===== src/inc/osc_req_pkg.sv =====
`default_nettype none
package osc_req_pkg;
	// Bus widths
	localparam int unsigned ADDR_W = 4;
	localparam int unsigned DATA_W = 32;
	localparam int unsigned STRB_W = 4;
	localparam int unsigned REQ_W  = 8;
	localparam int unsigned OSC_N  = 5;
	localparam int unsigned EXT_CFG_W = 3;
	localparam int unsigned FRQ_SEL_W = 4;

	// Register byte offsets
	localparam logic [ADDR_W-1:0] REQ_REG_OFS  = 4'h0;
	localparam logic [ADDR_W-1:0] STAT_REG_OFS = 4'h4;

	// Request register layout and reset
	localparam logic [REQ_W-1:0] REQ_IMPL_MASK = 8'hdc;
	localparam logic [REQ_W-1:0] REQ_RESET     = 8'h00;
	localparam int unsigned EXT_BIT  = 7;
	localparam int unsigned FAST_BIT = 6;
	localparam int unsigned SLOW_BIT = 4;
	localparam int unsigned SEC_BIT  = 3;
	localparam int unsigned CONV_BIT = 2;

	// Oscillator vector indices
	localparam int unsigned OSC_CONV = 0;
	localparam int unsigned OSC_SEC  = 1;
	localparam int unsigned OSC_SLOW = 2;
	localparam int unsigned OSC_FAST = 3;
	localparam int unsigned OSC_EXT  = 4;

	// Register bit that carries each oscillator index
	localparam int unsigned REQ_BIT_OF_OSC [OSC_N] = '{CONV_BIT, SEC_BIT, SLOW_BIT,
		FAST_BIT, EXT_BIT};

	// Bus responses
	localparam logic [1:0] RESP_OKAY   = 2'h0;
	localparam logic [1:0] RESP_SLVERR = 2'h2;

	// Address is one of the mapped registers
	function automatic logic addr_mapped(input logic [ADDR_W-1:0] a);
		addr_mapped = (a == REQ_REG_OFS) || (a == STAT_REG_OFS);
	endfunction
endpackage
`default_nettype wire


===== src/rtl/osc_enable_merge.sv =====
`timescale 1ns/1ns
`default_nettype none
module osc_enable_merge (
	input  wire logic                              aclk,
	input  wire logic                              aresetn,
	input  wire logic                              clk_en,
	input  wire logic [osc_req_pkg::OSC_N-1:0]     force_on,
	input  wire logic [osc_req_pkg::OSC_N-1:0]     module_req,
	input  wire logic [osc_req_pkg::EXT_CFG_W-1:0] ext_cfg,
	input  wire logic [osc_req_pkg::FRQ_SEL_W-1:0] frq_sel,
	output var  logic [osc_req_pkg::OSC_N-1:0]     run_en,
	output var  logic [osc_req_pkg::EXT_CFG_W-1:0] ext_mode,
	output var  logic [osc_req_pkg::FRQ_SEL_W-1:0] fast_frq
);
	import osc_req_pkg::*;

	// One registered enable per oscillator
	genvar gi;
	generate
		for (gi = 0; gi < OSC_N; gi++) begin : g_osc
			// Enable is software force or any module request
			always_ff @(posedge aclk) begin
				if (!aresetn) begin
					run_en[gi] <= 1'b0;
				end else if (clk_en) begin
					run_en[gi] <= force_on[gi] | module_req[gi];
				end
			end
		end
	endgenerate

	// Operating settings follow their selection fields
	always_ff @(posedge aclk) begin
		if (!aresetn) begin
			ext_mode <= '0;
			fast_frq <= '0;
		end else if (clk_en) begin
			ext_mode <= ext_cfg;
			fast_frq <= frq_sel;
		end
	end
endmodule // osc_enable_merge
`default_nettype wire


===== src/rtl/oscillator_manual_enable.sv =====
// Behaviour
// - Bit 7 forces external oscillator, configured mode
// - Bit 6 forces fast oscillator, selected frequency
// - Bit 4 forces slow 31 kHz oscillator
// - Bit 3 forces secondary oscillator
// - Bit 2 forces 600 kHz converter oscillator
// - Enable is OR of force and requests
// - Bits 5, 1, 0 read zero
`timescale 1ns/1ns
`default_nettype none
module oscillator_manual_enable (
	input  wire logic                              aclk,
	input  wire logic                              aresetn,
	input  wire logic                              clk_en,
	input  wire logic [osc_req_pkg::ADDR_W-1:0]    awaddr,
	input  wire logic                              awvalid,
	output var  logic                              awready,
	input  wire logic [osc_req_pkg::DATA_W-1:0]    wdata,
	input  wire logic [osc_req_pkg::STRB_W-1:0]    wstrb,
	input  wire logic                              wvalid,
	output var  logic                              wready,
	output var  logic [1:0]                        bresp,
	output var  logic                              bvalid,
	input  wire logic                              bready,
	input  wire logic [osc_req_pkg::ADDR_W-1:0]    araddr,
	input  wire logic                              arvalid,
	output var  logic                              arready,
	output var  logic [osc_req_pkg::DATA_W-1:0]    rdata,
	output var  logic [1:0]                        rresp,
	output var  logic                              rvalid,
	input  wire logic                              rready,
	input  wire logic [osc_req_pkg::OSC_N-1:0]     module_osc_request,
	input  wire logic [osc_req_pkg::EXT_CFG_W-1:0] external_osc_config_field,
	input  wire logic [osc_req_pkg::FRQ_SEL_W-1:0] fast_osc_frequency_select,
	output var  logic [osc_req_pkg::OSC_N-1:0]     osc_run_enable,
	output var  logic [osc_req_pkg::EXT_CFG_W-1:0] external_osc_mode,
	output var  logic [osc_req_pkg::FRQ_SEL_W-1:0] fast_osc_freq
);
	import osc_req_pkg::*;

	logic [REQ_W-1:0]  req_q;       // Request register
	logic [REQ_W-1:0]  req_d;       // Next request value
	logic [OSC_N-1:0]  force_vec;   // Force bits per oscillator
	logic [REQ_W-1:0]  stat_vec;    // Enables in register layout
	logic              aw_hold_q;   // Write address captured
	logic [ADDR_W-1:0] aw_addr_q;   // Captured write address
	logic              w_hold_q;    // Write data captured
	logic [DATA_W-1:0] w_data_q;    // Captured write data
	logic [STRB_W-1:0] w_strb_q;    // Captured write strobes
	logic              bvalid_q;    // Write response pending
	logic [1:0]        bresp_q;     // Write response code
	logic              rvalid_q;    // Read response pending
	logic [DATA_W-1:0] rdata_q;     // Read data
	logic [1:0]        rresp_q;     // Read response code
	logic              aw_take;     // Address handshake
	logic              w_take;      // Data handshake
	logic              ar_take;     // Read address handshake
	logic              wr_fire;     // Both halves present
	logic [ADDR_W-1:0] wr_addr;     // Effective write address
	logic [DATA_W-1:0] wr_data;     // Effective write data
	logic [STRB_W-1:0] wr_strb;     // Effective write strobes
	logic              wr_req_hit;  // Write lands on request register
	logic [DATA_W-1:0] rd_mux;      // Selected read data

	// Bus handshakes, all frozen while clock enable is low
	assign awready = clk_en & ~aw_hold_q & ~bvalid_q;
	assign wready  = clk_en & ~w_hold_q & ~bvalid_q;
	assign arready = clk_en & ~rvalid_q;
	assign bvalid  = clk_en & bvalid_q;
	assign rvalid  = clk_en & rvalid_q;
	assign bresp   = bresp_q;
	assign rresp   = rresp_q;
	assign rdata   = rdata_q;
	assign aw_take = awvalid & awready;
	assign w_take  = wvalid & wready;
	assign ar_take = arvalid & arready;

	// Write path selects captured or live halves
	assign wr_addr    = aw_hold_q ? aw_addr_q : awaddr;
	assign wr_data    = w_hold_q ? w_data_q : wdata;
	assign wr_strb    = w_hold_q ? w_strb_q : wstrb;
	assign wr_fire    = (aw_hold_q | aw_take) & (w_hold_q | w_take);
	assign wr_req_hit = wr_fire & (wr_addr == REQ_REG_OFS) & wr_strb[0];

	// Only implemented bits store; others stay zero
	assign req_d = wr_req_hit ? (wr_data[REQ_W-1:0] & REQ_IMPL_MASK) : req_q;

	// Per-oscillator force bits and status in register layout
	genvar gi;
	generate
		for (gi = 0; gi < OSC_N; gi++) begin : g_map
			assign force_vec[gi] = req_q[REQ_BIT_OF_OSC[gi]];
			assign stat_vec[REQ_BIT_OF_OSC[gi]] = osc_run_enable[gi];
		end
	endgenerate

	// Unimplemented status bits tied low, picked out by the mask
	genvar gb;
	generate
		for (gb = 0; gb < REQ_W; gb++) begin : g_unimpl
			if (!REQ_IMPL_MASK[gb]) begin : g_zero
				assign stat_vec[gb] = 1'b0;
			end
		end
	endgenerate

	// Read data select; unmapped reads as zero
	assign rd_mux = (araddr == REQ_REG_OFS)  ? {{(DATA_W-REQ_W){1'b0}}, req_q} :
	                (araddr == STAT_REG_OFS) ? {{(DATA_W-REQ_W){1'b0}}, stat_vec} :
	                '0;

	// Request register
	always_ff @(posedge aclk) begin
		if (!aresetn) begin
			req_q <= REQ_RESET;
		end else if (clk_en) begin
			req_q <= req_d;
		end
	end

	// Write channel capture and response
	always_ff @(posedge aclk) begin
		if (!aresetn) begin
			aw_hold_q <= 1'b0;
			w_hold_q  <= 1'b0;
			aw_addr_q <= '0;
			w_data_q  <= '0;
			w_strb_q  <= '0;
			bvalid_q  <= 1'b0;
			bresp_q   <= RESP_OKAY;
		end else if (clk_en) begin
			if (wr_fire) begin
				// Both halves here: answer next cycle
				aw_hold_q <= 1'b0;
				w_hold_q  <= 1'b0;
				bvalid_q  <= 1'b1;
				bresp_q   <= addr_mapped(wr_addr) ? RESP_OKAY : RESP_SLVERR;
			end else begin
				// Hold whichever half came first
				if (aw_take) begin
					aw_hold_q <= 1'b1;
					aw_addr_q <= awaddr;
				end
				if (w_take) begin
					w_hold_q <= 1'b1;
					w_data_q <= wdata;
					w_strb_q <= wstrb;
				end
				if (bvalid_q && bready) begin
					bvalid_q <= 1'b0;
				end
			end
		end
	end

	// Read channel
	always_ff @(posedge aclk) begin
		if (!aresetn) begin
			rvalid_q <= 1'b0;
			rdata_q  <= '0;
			rresp_q  <= RESP_OKAY;
		end else if (clk_en) begin
			if (ar_take) begin
				// Sample data at address acceptance
				rvalid_q <= 1'b1;
				rdata_q  <= rd_mux;
				rresp_q  <= addr_mapped(araddr) ? RESP_OKAY : RESP_SLVERR;
			end else if (rvalid_q && rready) begin
				rvalid_q <= 1'b0;
			end
		end
	end

	// Enable merge and operating settings
	osc_enable_merge u_merge (
		.aclk       (aclk),
		.aresetn    (aresetn),
		.clk_en     (clk_en),
		.force_on   (force_vec),
		.module_req (module_osc_request),
		.ext_cfg    (external_osc_config_field),
		.frq_sel    (fast_osc_frequency_select),
		.run_en     (osc_run_enable),
		.ext_mode   (external_osc_mode),
		.fast_frq   (fast_osc_freq)
	);

	// External oscillator forced, in configured mode
	property p_ext_forced;
		@(posedge aclk) disable iff (!aresetn)
		aresetn && clk_en && req_q[EXT_BIT] |=>
			osc_run_enable[OSC_EXT] && external_osc_mode == $past(external_osc_config_field);
	endproperty
	a_ext_forced: assert property (p_ext_forced)
		else $error("external oscillator not forced on");

	// Fast oscillator forced, at selected frequency
	property p_fast_forced;
		@(posedge aclk) disable iff (!aresetn)
		aresetn && clk_en && req_q[FAST_BIT] |=>
			osc_run_enable[OSC_FAST] && fast_osc_freq == $past(fast_osc_frequency_select);
	endproperty
	a_fast_forced: assert property (p_fast_forced)
		else $error("fast oscillator not forced on");

	// Slow oscillator on by the second of two cycles of steady force
	property p_slow_forced;
		@(posedge aclk) disable iff (!aresetn)
		(aresetn && clk_en && req_q[SLOW_BIT])[*2] |-> osc_run_enable[OSC_SLOW];
	endproperty
	a_slow_forced: assert property (p_slow_forced)
		else $error("slow oscillator not forced on");

	// Secondary oscillator forced
	property p_sec_forced;
		@(posedge aclk) disable iff (!aresetn)
		aresetn && clk_en && req_q[SEC_BIT] |=> osc_run_enable[OSC_SEC];
	endproperty
	a_sec_forced: assert property (p_sec_forced)
		else $error("secondary oscillator not forced on");

	// Converter oscillator on two cycles after a write sets it
	property p_conv_write;
		@(posedge aclk) disable iff (!aresetn)
		aresetn && clk_en && wr_req_hit && wr_data[CONV_BIT] ##1 aresetn && clk_en
			|=> osc_run_enable[OSC_CONV];
	endproperty
	a_conv_write: assert property (p_conv_write)
		else $error("converter oscillator not forced after write");

	// Enable is exactly force or request
	property p_merge_or;
		@(posedge aclk) disable iff (!aresetn)
		aresetn && clk_en
			|=> osc_run_enable == ($past(force_vec) | $past(module_osc_request));
	endproperty
	a_merge_or: assert property (p_merge_or)
		else $error("oscillator enable is not force or request");

	// Unimplemented bits never read as one
	property p_unimpl_zero;
		@(posedge aclk) disable iff (!aresetn)
		rvalid_q |-> (rdata_q[REQ_W-1:0] & ~REQ_IMPL_MASK) == '0 && rdata_q[DATA_W-1:REQ_W] == '0;
	endproperty
	a_unimpl_zero: assert property (p_unimpl_zero)
		else $error("unimplemented bit read as one");

	// Reset clears every request bit
	property p_reset_clear;
		@(posedge aclk)
		!aresetn |=> req_q == REQ_RESET;
	endproperty
	a_reset_clear: assert property (p_reset_clear)
		else $error("request bits not cleared by reset");
endmodule // oscillator_manual_enable
`default_nettype wire


===== config.mk =====
export PLATFORM = sky130hd
export DESIGN_NAME = oscillator_manual_enable
export DESIGN_NICKNAME = d
export VERILOG_FILES = /design/src/inc/osc_req_pkg.sv /design/src/rtl/osc_enable_merge.sv /design/src/rtl/oscillator_manual_enable.sv
export SDC_FILE = /design/constraint.sdc
export NUM_CORES = 1
export LEC_CHECK = 0
export BUFFER_PORTS_ARGS = -buffer_cell sky130_fd_sc_hd__buf_2
export CORE_MARGIN = 2
export CORE_UTILIZATION = 35
export CTS_BUF_LIST = sky130_fd_sc_hd__clkbuf_4 sky130_fd_sc_hd__clkbuf_8
export CTS_CLUSTER_DIAMETER = 50
export DETAILED_ROUTE_END_ITERATION = 10
export PLACE_DENSITY = 0.68
export SETUP_SLACK_MARGIN = 0.2
export SLEW_MARGIN = 20
export SYNTH_ARGS = -nofsm -noshare
export SYNTH_HDL_FRONTEND = slang
export SYNTH_SLANG_ARGS = --single-unit

===== constraint.sdc =====
create_clock -name aclk -period 2 [get_ports aclk]
set_input_delay 0.2 -clock aclk [delete_from_list [all_inputs] [get_ports aclk]]
set_output_delay 0.2 -clock aclk [all_outputs]
set_load 0.02 [all_outputs]

==> results.ini, run 1 <==
[final_layout]
drive_gt1_share_pct=32.0
finalInstanceArea_sq_um=2230
antenna_cells=0
syn2layout_area_growth_pct=18.2
fin_nets=319

[placed_design]
placed_area_sq_um=2120
routabilityCongestion=0.683
numPortBuffers=57
dp_hpwl_um=2660

[routing]
wl_per_cell_um=11.1
via_per_inst=4.39
wirelength_um=3630
dr.pass1.iters=4
dr_total_vias=1431
drt_iter0_markers=28
antenna_left=0
drc=0

[pwr]
intPower_w=0.00117
clkPwrFrac_pct=33.4
power.leakage_nw=1.07
p_per_area_nw_per_um2=735
irDropWorstVdd_uv=341
pwr-share-seq_pct=49.5
p_switching_w=0.000464
combinationalPowerShare_pct=17.1
switching_share_pct=28.3

[clock_network]
cts.path.max_buffers=2
cts_buffers=5
worst_skew_pair.late_latency_ns=0.29
clkTransAtPathRegs_ns=0.08
tritoncts=built
root_buffer=clkbuf_8
cts-resized-gates=0
htree_levels=2
clock-sinks=38

[die]
die_height_um=77.4
rows=26
die_area_sq_um=5980
io_pins=117
die_x_um=77.4
coreArea_sq_um=5140
initial_utilization_pct=36.6

[sta]
min_period_ns=1.60
finClkSkew_ns=0.00426
hold_viol=0
worst_slew_pin_slew_ns=0.604
setup_viol=0
max-slew-margin-rel_pct=59.8
final_max_slew_viol_count=0
tns_ns=0
finalCritPeriodShare_pct=80.2
max_freq_ghz=0.623
grt_setup_unrepaired=false

[critical_path]
crit_path_start_kind=register
path_max_fanout=8
cp.required_ns=2.22
worst_setup_path_end_kind=register
critPathKind=register to register
cp_data_arrival_time_ns=1.82

[synth]
yosysUniqueCellTypes=25
synth.most_common_cell=dfxtp_1
yosys.area.top_type=dfxtp_1
syn_avg_cell_area_sq_um=9.56
synth_common_cells=dfxtp_1, buf_4, mux2i_1, nor2b_1, nand2_1
async_flop_share_pct=0
synth_area_leaders=dfxtp_1, mux2i_1, buf_4
synth_area_sq_um=1880
netlist_instances=197
ys_seq_elements=38
synth_edf_count=0
synth_top_area_share_pct=40.4
ys_warn_count=0
synth_ff_type=dfxtp_1
yosysSeqAreaShare_pct=40.4

[run_status]
outcome=complete, no violations

[global_route]
grt_pass1_wl_um=5960
grt_max_degree=43
first_global_vias=1315
track_usage_pct=12.4
overflow=0
antenna_found_initial=0

[flow_run]
max_cap_viol_count=0

[min_path]
hold_path_class=input port to register

path summary, 6_finish.rpt:
path / startpoint / endpoint / slack [ns] / cells past startpoint
setup / recovery: aw_hold_q$_SDFFE_PN0P_ / req_q[7]$_SDFFE_PN0P_ / 0.40 / 4
hold / removal: external_osc_config_field[0] / u_merge.ext_mode[0]$_SDFFE_PN0P_ / 0.17 / 3
setup reg to reg: aw_hold_q$_SDFFE_PN0P_ / req_q[7]$_SDFFE_PN0P_ / 0.40 / 4
hold reg to reg: req_q[6]$_SDFFE_PN0P_ / req_q[6]$_SDFFE_PN0P_ / 0.47 / 2
final cells by class:
| class | count | area [sq um] |
|---|---|---|
| Clock buffer | 6 | 82.6 |
| Clock inverter | 2 | 12.5 |
| Fill cell | 517 | 2910 |
| Inverter | 2 | 7.51 |
| Multi-Input combinational cell | 147 | 960 |
| Sequential cell | 38 | 761 |
| Tap cell | 70 | 87.6 |
| Timing Repair Buffer | 61 | 315 |
power groups by stage:
stage | clock (W) | combinational [W] | sequential (W)
after floorplan | 0 | 0.000222 | 0.000843
after CTS | 0.000566 | 0.000281 | 0.000810
after global placement | 0 | 0.000277 | 0.000826
after global routing | 0.000598 | 0.000305 | 0.000815
final | 0.000546 | 0.000280 | 0.000810
after detailed placement | 0 | 0.000280 | 0.000827
critical path, cell delays in order (launching register included):
cell and delay (ns):
dfxtp_1 0.49, mux2_2 0.40, nor4_4 0.26, buf_4 0.19, mux2i_1 0.19
metrics by stage:
step / utilization (%) / setup slack [ns] / power, W / cells / hold WS, ns
6_report: 43.3 / 0.396 / 0.00164 / 326 / 0.171
3_3_place_gp: 41.3 / 0.316 / 0.00110 / 317 / 0.453
5_1_grt: 43.3 / 0.242 / 0.00172 / 326 / 0.173
3_5_place_dp: 41.3 / 0.229 / 0.00111 / 317 / 0.466
2_1_floorplan: - / 0.333 / 0.00107 / 225 / 0.341
4_1_cts: 43.2 / 0.206 / 0.00166 / 325 / 0.158
routing by layer:
layer / share of wire (%) / routed length (um) / vias to the layer above / global-route usage, %
met1: 47 / 1700 / 643 / 16.0
met3: 7.3 / 265 / 5 / 3.72
met2: 45 / 1630 / 62 / 19.4
met5: 0 / 0 / - / 0
li1: - / - / 721 / -
met4: 1.2 / 42 / 0 / 4.82
cell usage in the layout, fill, tap and decap left out, drive strengths merged:
cell type and n:
a21boi 2, a21o 1, a21oi 6, a22oi 5, a31oi 1, and2 2
buf 61, clkbuf 6, clkinv 1, clkinvlp 1, conb 29, dfxtp 38
inv 2, mux2 11, mux2i 24, nand2 16, nand3b 3, nor2 9
nor2b 24, nor3b 2, nor4 3, nor4b 2, o21ai 6, o221ai 1
logic make-up after synthesis:
kind of cell           count (synthesis)  share of synthesized area (%)
other                                  1                          0.199
buffers and inverters                 40                           14.2
muxes                                 35                           19.3
and+or+nand+nor                       61                           18.7
DFF                                   38                           40.4
AOI/OAI and AO/OA                     22                           7.18
state kept, by name (all words and copies together), names as in the netlist, 3 cells and up:
signal / flops
u_merge.fast_frq: 4
w_data_q: 5
u_merge.ext_mode: 3
u_merge.run_en: 5
rdata: 5
aw_addr_q: 4
req_q: 5
what timing repair did:
action,4_1_cts,5_1_grt
endpoints found under the setup margin,0,5
hold buffers,0,0
buffers inserted,0,1
Note: power is estimated with default switching activity, not from simulation.
==> run 2, diff against run 1 <==
--- a/config.mk
+++ b/config.mk
@@ -5,13 +5,14 @@
 export SDC_FILE = /design/constraint.sdc
 export NUM_CORES = 1
 export LEC_CHECK = 0
+export ABC_AREA = 1
 export BUFFER_PORTS_ARGS = -buffer_cell sky130_fd_sc_hd__buf_2
 export CORE_MARGIN = 2
 export CORE_UTILIZATION = 35
 export CTS_BUF_LIST = sky130_fd_sc_hd__clkbuf_4 sky130_fd_sc_hd__clkbuf_8
 export CTS_CLUSTER_DIAMETER = 50
 export DETAILED_ROUTE_END_ITERATION = 10
-export PLACE_DENSITY = 0.68
+export PLACE_DENSITY = 0.67
 export SETUP_SLACK_MARGIN = 0.2
 export SLEW_MARGIN = 20
 export SYNTH_ARGS = -nofsm -noshare
==> constraint.sdc (replaced) <==
create_clock -name aclk -period 1.49 [get_ports aclk]
set_input_delay 0.149 -clock aclk [delete_from_list [all_inputs] [get_ports aclk]]
set_output_delay 0.149 -clock aclk [all_outputs]
set_load 0.02 [all_outputs]
==> results.ini, run 2 <==
[run_status]
outcome=complete, no violations

[synth]
synth_top_area_share_pct=39.5  ; -0.92 points
netlist_instances=265  ; +35%
yosysSeqAreaShare_pct=39.5  ; -0.92 points
synth_area_sq_um=1930  ; +2.3%
synth.most_common_cell=nor2_1
syn_avg_cell_area_sq_um=7.27  ; -24%
ys_seq_elements=38  ; unchanged
yosys.area.top_type=dfxtp_1
synth_ff_type=dfxtp_1
async_flop_share_pct=0  ; unchanged
yosysUniqueCellTypes=25  ; unchanged
synth_common_cells=nor2_1, dfxtp_1, inv_1, buf_4, nand2_1
ys_warn_count=0  ; unchanged
synth_edf_count=0  ; unchanged
synth_area_leaders=dfxtp_1, buf_4, nor2_1

[critical_path]
worst_setup_path_end_kind=register
cp_data_arrival_time_ns=1.49  ; -0.33 ns
crit_path_start_kind=register
path_max_fanout=6  ; -2
cp.required_ns=1.67  ; -0.55 ns
critPathKind=register to register

[final_layout]
final_cell_mix=buf_2, nor2_1, dfxtp_1
fin_nets=394  ; +24%
final_common_cell=buf_2
antenna_cells=0  ; unchanged
drive_gt1_share_pct=29.6  ; -2.4 points
syn2layout_area_growth_pct=22.3

[placed_design]
routabilityCongestion=0.822  ; +20%
dp_hpwl_um=3020  ; +13%
numPortBuffers=57  ; unchanged

[flow_run]
max_cap_viol_count=0  ; unchanged

[die]
initial_utilization_pct=35.6  ; -0.99 points
coreArea_sq_um=5410  ; +5.2%
die_height_um=78.2  ; +1.1%
rows=27  ; +3.8%
die_area_sq_um=6110  ; +2.2%
io_pins=117  ; unchanged
die_x_um=78.2  ; +1.1%

[routing]
dr_total_vias=1727  ; +21%
drt_iter0_markers=73  ; +160%
antenna_left=0  ; unchanged
drc=0  ; unchanged
via_per_inst=4.29  ; -2.4%
wl_per_cell_um=10.3  ; -8.0%
wirelength_um=4130  ; +14%
dr.pass1.iters=4  ; unchanged

[pwr]
irDropWorstVdd_uv=426  ; +25%
p_total_w=0.00233  ; +42%
power.leakage_nw=1.19  ; +11%
p_per_area_nw_per_um2=989  ; +35%

[clock_network]
cts.path.max_buffers=2  ; unchanged
clkTransAtPathRegs_ns=0.08  ; about the same
worst_skew_pair.late_latency_ns=0.29  ; about the same
root_buffer=clkbuf_8
cts_buffers=5  ; unchanged
tritoncts=built
clock-sinks=38  ; unchanged
ctsHoldBuffers=0  ; unchanged
htree_levels=2  ; unchanged

[sta]
grt_setup_unrepaired=true
min_period_ns=1.30  ; -0.303 ns
tns_ns=0  ; unchanged
max_freq_ghz=0.768  ; +23%
final_max_slew_viol_count=0  ; unchanged
finalCritPeriodShare_pct=87.4  ; +7.1 points
hold_viol=0  ; unchanged
setup_viol=0  ; unchanged
finClkSkew_ns=0.00599  ; +0.00173 ns
timing.hold.ws_ns=0.0748  ; -0.0966 ns

[global_route]
antenna_found_initial=0  ; unchanged
grt_max_degree=25  ; -42%
grt_pass1_wl_um=6790  ; +14%
track_usage_pct=13.9  ; +1.6 points
overflow=0  ; unchanged
first_global_vias=1559  ; +19%

[min_path]
hold_path_class=input port to register

## run 2: changes by cell type in the layout (fill, tap and decap cells not counted), moves of 6 or more
cell	delta
nand2_1	+10
inv_1	+32
nor2_1	+30
mux2i_1	-23
nor3_1	+6
nand3_1	+8
mux2_2	-11
a21oi_1	+14
nor2b_1	-24
nor2_4	+6
o21ai_0	+17
## run 2: worst max-delay path, stage by stage (launching register included)
cell and delay (ns):
dfxtp_2 0.33, inv_2 0.06, nand2_4 0.08, o21bai_4 0.20, nand2_2 0.09, nor2_4 0.21, nand3_2 0.12, nand2_1 0.07
nor2_1 0.04
## run 2: stage by stage
step / area [sq um] / std cells / utilization, % / setup slack [ns]
floorplan: 2030 / 293 / - / 0.213
finish: 2360 / 403 / 43.6 / 0.188
CTS: 2310 / 400 / 42.7 / 0.204
global placement: 2190 / 390 / 40.5 / 0.169
global route: 2360 / 403 / 43.6 / 0.0920
detailed placement: 2190 / 390 / 40.5 / 0.146
## run 2: cell families (layout without fill, tap and decap cells)
kind of cell	Yosys count	after routing	share of synthesized area (%)
mux	1	1	0.520
flops	38	38	39.5
buf+inv	74	111	20.4
compound gates	54	54	16.0
simple gates	97	98	23.4
other cells	1	29	0.195
## run 2: worst paths after layout
kind / from / endpoint / slack (ns) / cells after the start
max: bvalid_q$_SDFFE_PN0P_ / req_q[4]$_SDFFE_PN0P_ / 0.19 / 8
min: external_osc_config_field[2] / u_merge.ext_mode[2]$_SDFFE_PN0P_ / 0.07 / 3
max reg2reg: bvalid_q$_SDFFE_PN0P_ / req_q[4]$_SDFFE_PN0P_ / 0.19 / 8
min reg2reg: bresp[1]$_SDFFE_PN0P_ / bresp[1]$_SDFFE_PN0P_ / 0.47 / 2
## run 2: cell type report
type / instances / area (sq um)
tap: 72 / 90.1
clock buffer: 6 / 82.6
inverter: 37 / 139
clock inverter: 2 / 12.5
sequential: 38 / 764
multi-input combinational: 182 / 915
fill: 598 / 3050
timing repair buffer: 66 / 353
## run 2: where the power goes
| group | switching (W) | internal (W) |
|---|---|---|
| registers | 0.0000344 | 0.00108 |
| logic | 0.000316 | 0.000160 |
| clock network | 0.000369 | 0.000372 |
## run 2: routing by layer
layer | routed length [um] | global-route usage [%]
met1 | 1920 | 16.9
met2 | 1900 | 23.4
met3 | 227 | 3.33
met4 | 78 | 6.32
met5 | 0 | 0
## run 2: timing repair
action | in CTS | in global routing
pin swaps | 1 | 4
resized for setup | 2 | 10
setup buffers | 2 | 2
cloned | 0 | 1
hold endpoints to repair | 0 | 0
endpoints found under the setup margin | 11 | 17
==> run 3, diff against run 2 <==
==> constraint.sdc (replaced) <==
create_clock -name aclk -period 1.33 [get_ports aclk]
set_input_delay 0.133 -clock aclk [delete_from_list [all_inputs] [get_ports aclk]]
set_output_delay 0.133 -clock aclk [all_outputs]
set_load 0.02 [all_outputs]
==> results.ini, run 3 (synthesized netlist as in run 2, its figures left out) <==
[run_status]
outcome=complete, no violations

[clock_network]
root_buffer=clkbuf_8
clkTransAtPathRegs_ns=0.08  ; about the same
cts.path.max_buffers=2  ; unchanged
clock-sinks=38  ; unchanged
tritoncts=built
ctsHoldBuffers=0  ; unchanged
worst_skew_pair.late_latency_ns=0.29  ; about the same
cts_buffers=5  ; unchanged
htree_levels=2  ; unchanged

[placed_design]
numPortBuffers=57  ; unchanged
dp_hpwl_um=3060  ; +1.3%
dp_slack_ns=0.0611  ; -0.0846 ns
placed_area_sq_um=2210  ; +0.91%
routabilityCongestion=0.732  ; -11%

[critical_path]
critPathKind=register to register
worst_setup_path_end_kind=register
max_stage_delay_ns=0.33  ; about the same
path_delay_family=compound AO/OA/AOI/OAI gates
cp_num_buf_inv=3  ; +2
cpMostUsedCell=buf_6
crit_path_start_kind=register
cp.required_ns=1.51  ; -0.16 ns
r2r_start=bvalid_q$_SDFFE_PN0P_
startpoint=bvalid_q$_SDFFE_PN0P_
cp_data_arrival_time_ns=1.46  ; -0.03 ns
path_cells=inv_2 > nand2_4 > o21ai_4 > buf_6 > nor2_4 > buf_6 > o21ai_2 > a21oi_1
slowest_stage=dfxtp_2
path_max_fanout=8  ; +2

[sta]
min_period_ns=1.28  ; -0.0177 ns
timing.hold.ws_ns=0.0627  ; -0.0121 ns
final_max_slew_viol_count=0  ; unchanged
setup_viol=0  ; unchanged
grt_setup_unrepaired=true
finalCritPeriodShare_pct=96.5  ; +9.2 points
setup_ws_ns=0.0459  ; -0.142 ns
max_freq_ghz=0.779  ; +1.4%
finClkSkew_ns=0.00729  ; +0.00130 ns
hold_viol=0  ; unchanged

[die]
coreArea_sq_um=5410  ; unchanged
rows=27  ; unchanged
die_height_um=78.2  ; unchanged
die_x_um=78.2  ; unchanged
io_pins=117  ; unchanged
initial_utilization_pct=35.6  ; unchanged
die_area_sq_um=6110  ; unchanged

[final_layout]
antenna_cells=0  ; unchanged
syn2layout_area_growth_pct=28.6
drive_gt1_share_pct=32.8  ; +3.2 points
final_common_cell=buf_2
finalInstanceArea_sq_um=2480  ; +5.2%
final_cell_mix=buf_2, nor2_1, dfxtp_1
fin_nets=395  ; +0.25%

[routing]
drt_iter0_markers=86  ; +18%
via_per_inst=4.46  ; +4.1%
wirelength_um=4180  ; +1.2%
drc=0  ; unchanged
wl_per_cell_um=10.4  ; +0.98%
dr_total_vias=1802  ; +4.3%
antenna_left=0  ; unchanged
dr.pass1.iters=4  ; unchanged

[global_route]
antenna_found_initial=0  ; unchanged
grt_max_degree=25  ; unchanged
track_usage_pct=13.8  ; -0.19 points
first_global_vias=1638  ; +5.1%
grt_pass1_wl_um=6850  ; +0.91%
overflow=0  ; unchanged

[flow_run]
max_cap_viol_count=0  ; unchanged

[pwr]
irDropWorstVdd_uv=669  ; +57%
p_per_area_nw_per_um2=1210  ; +22%
power.leakage_nw=1.23  ; +3.8%

[min_path]
hold_path_class=input port to register
min_from=fast_osc_frequency_select[3]

==> run 3: metrics by stage <==
step / utilization, % / total power, W / std cells / setup TNS (ns)
after floorplan: - / 0.00169 / 293 / 0
after global placement: 40.9 / 0.00178 / 391 / 0
after detailed placement: 40.9 / 0.00179 / 391 / 0
after CTS: 44.5 / 0.00300 / 403 / 0
after global routing: 45.9 / 0.00314 / 404 / -0.129
final: 45.9 / 0.00300 / 404 / 0
==> run 3: final cells by class <==
type,instances,area (sq um)
clock buffers,5,68.8
clock inverters,3,68.8
fillers,578,2930
inverters,37,139
multi-input cells,181,947
flip-flops and latches,38,768
well taps,72,90.1
repair buffers,68,397
==> run 3: final timing paths <==
kind	end	slack, ns	depth (start not counted)
setup / recovery	w_data_q[2]$_SDFFE_PN0P_	0.05	8
hold / removal	u_merge.fast_frq[3]$_SDFFE_PN0P_	0.06	3
setup reg to reg	w_data_q[2]$_SDFFE_PN0P_	0.05	8
hold reg to reg	rresp[1]$_SDFFE_PN0P_	0.47	2
==> run 3: metal layers <==
layer  track usage [%]  routed length [um]
met1              15.0                1730
met2              24.7                2000
met3              5.17                 392
met4              4.04                  60
met5                 0                   0
==> run 3: what timing repair did <==
item / in CTS / in global routing
setup endpoints to repair: 18 / 29
pin swaps: 5 / 6
cloned: 0 / 0
gates resized for setup: 8 / 20
setup buffers: 4 / 1
==> run 3: power breakdown <==
group | internal [W] | total (W) | switching, W
clock | 0.000752 | 0.00118 | 0.000425
sequential | 0.00121 | 0.00125 | 0.0000412
combinational | 0.000201 | 0.000570 | 0.000369
total | 0.00216 | 0.00300 | 0.000836
==> run 3: worst min-delay path: cells and delay by family <==
family	cells	cell delay [ns]
buf+inv	1	0.07
simple gates	2	0.11
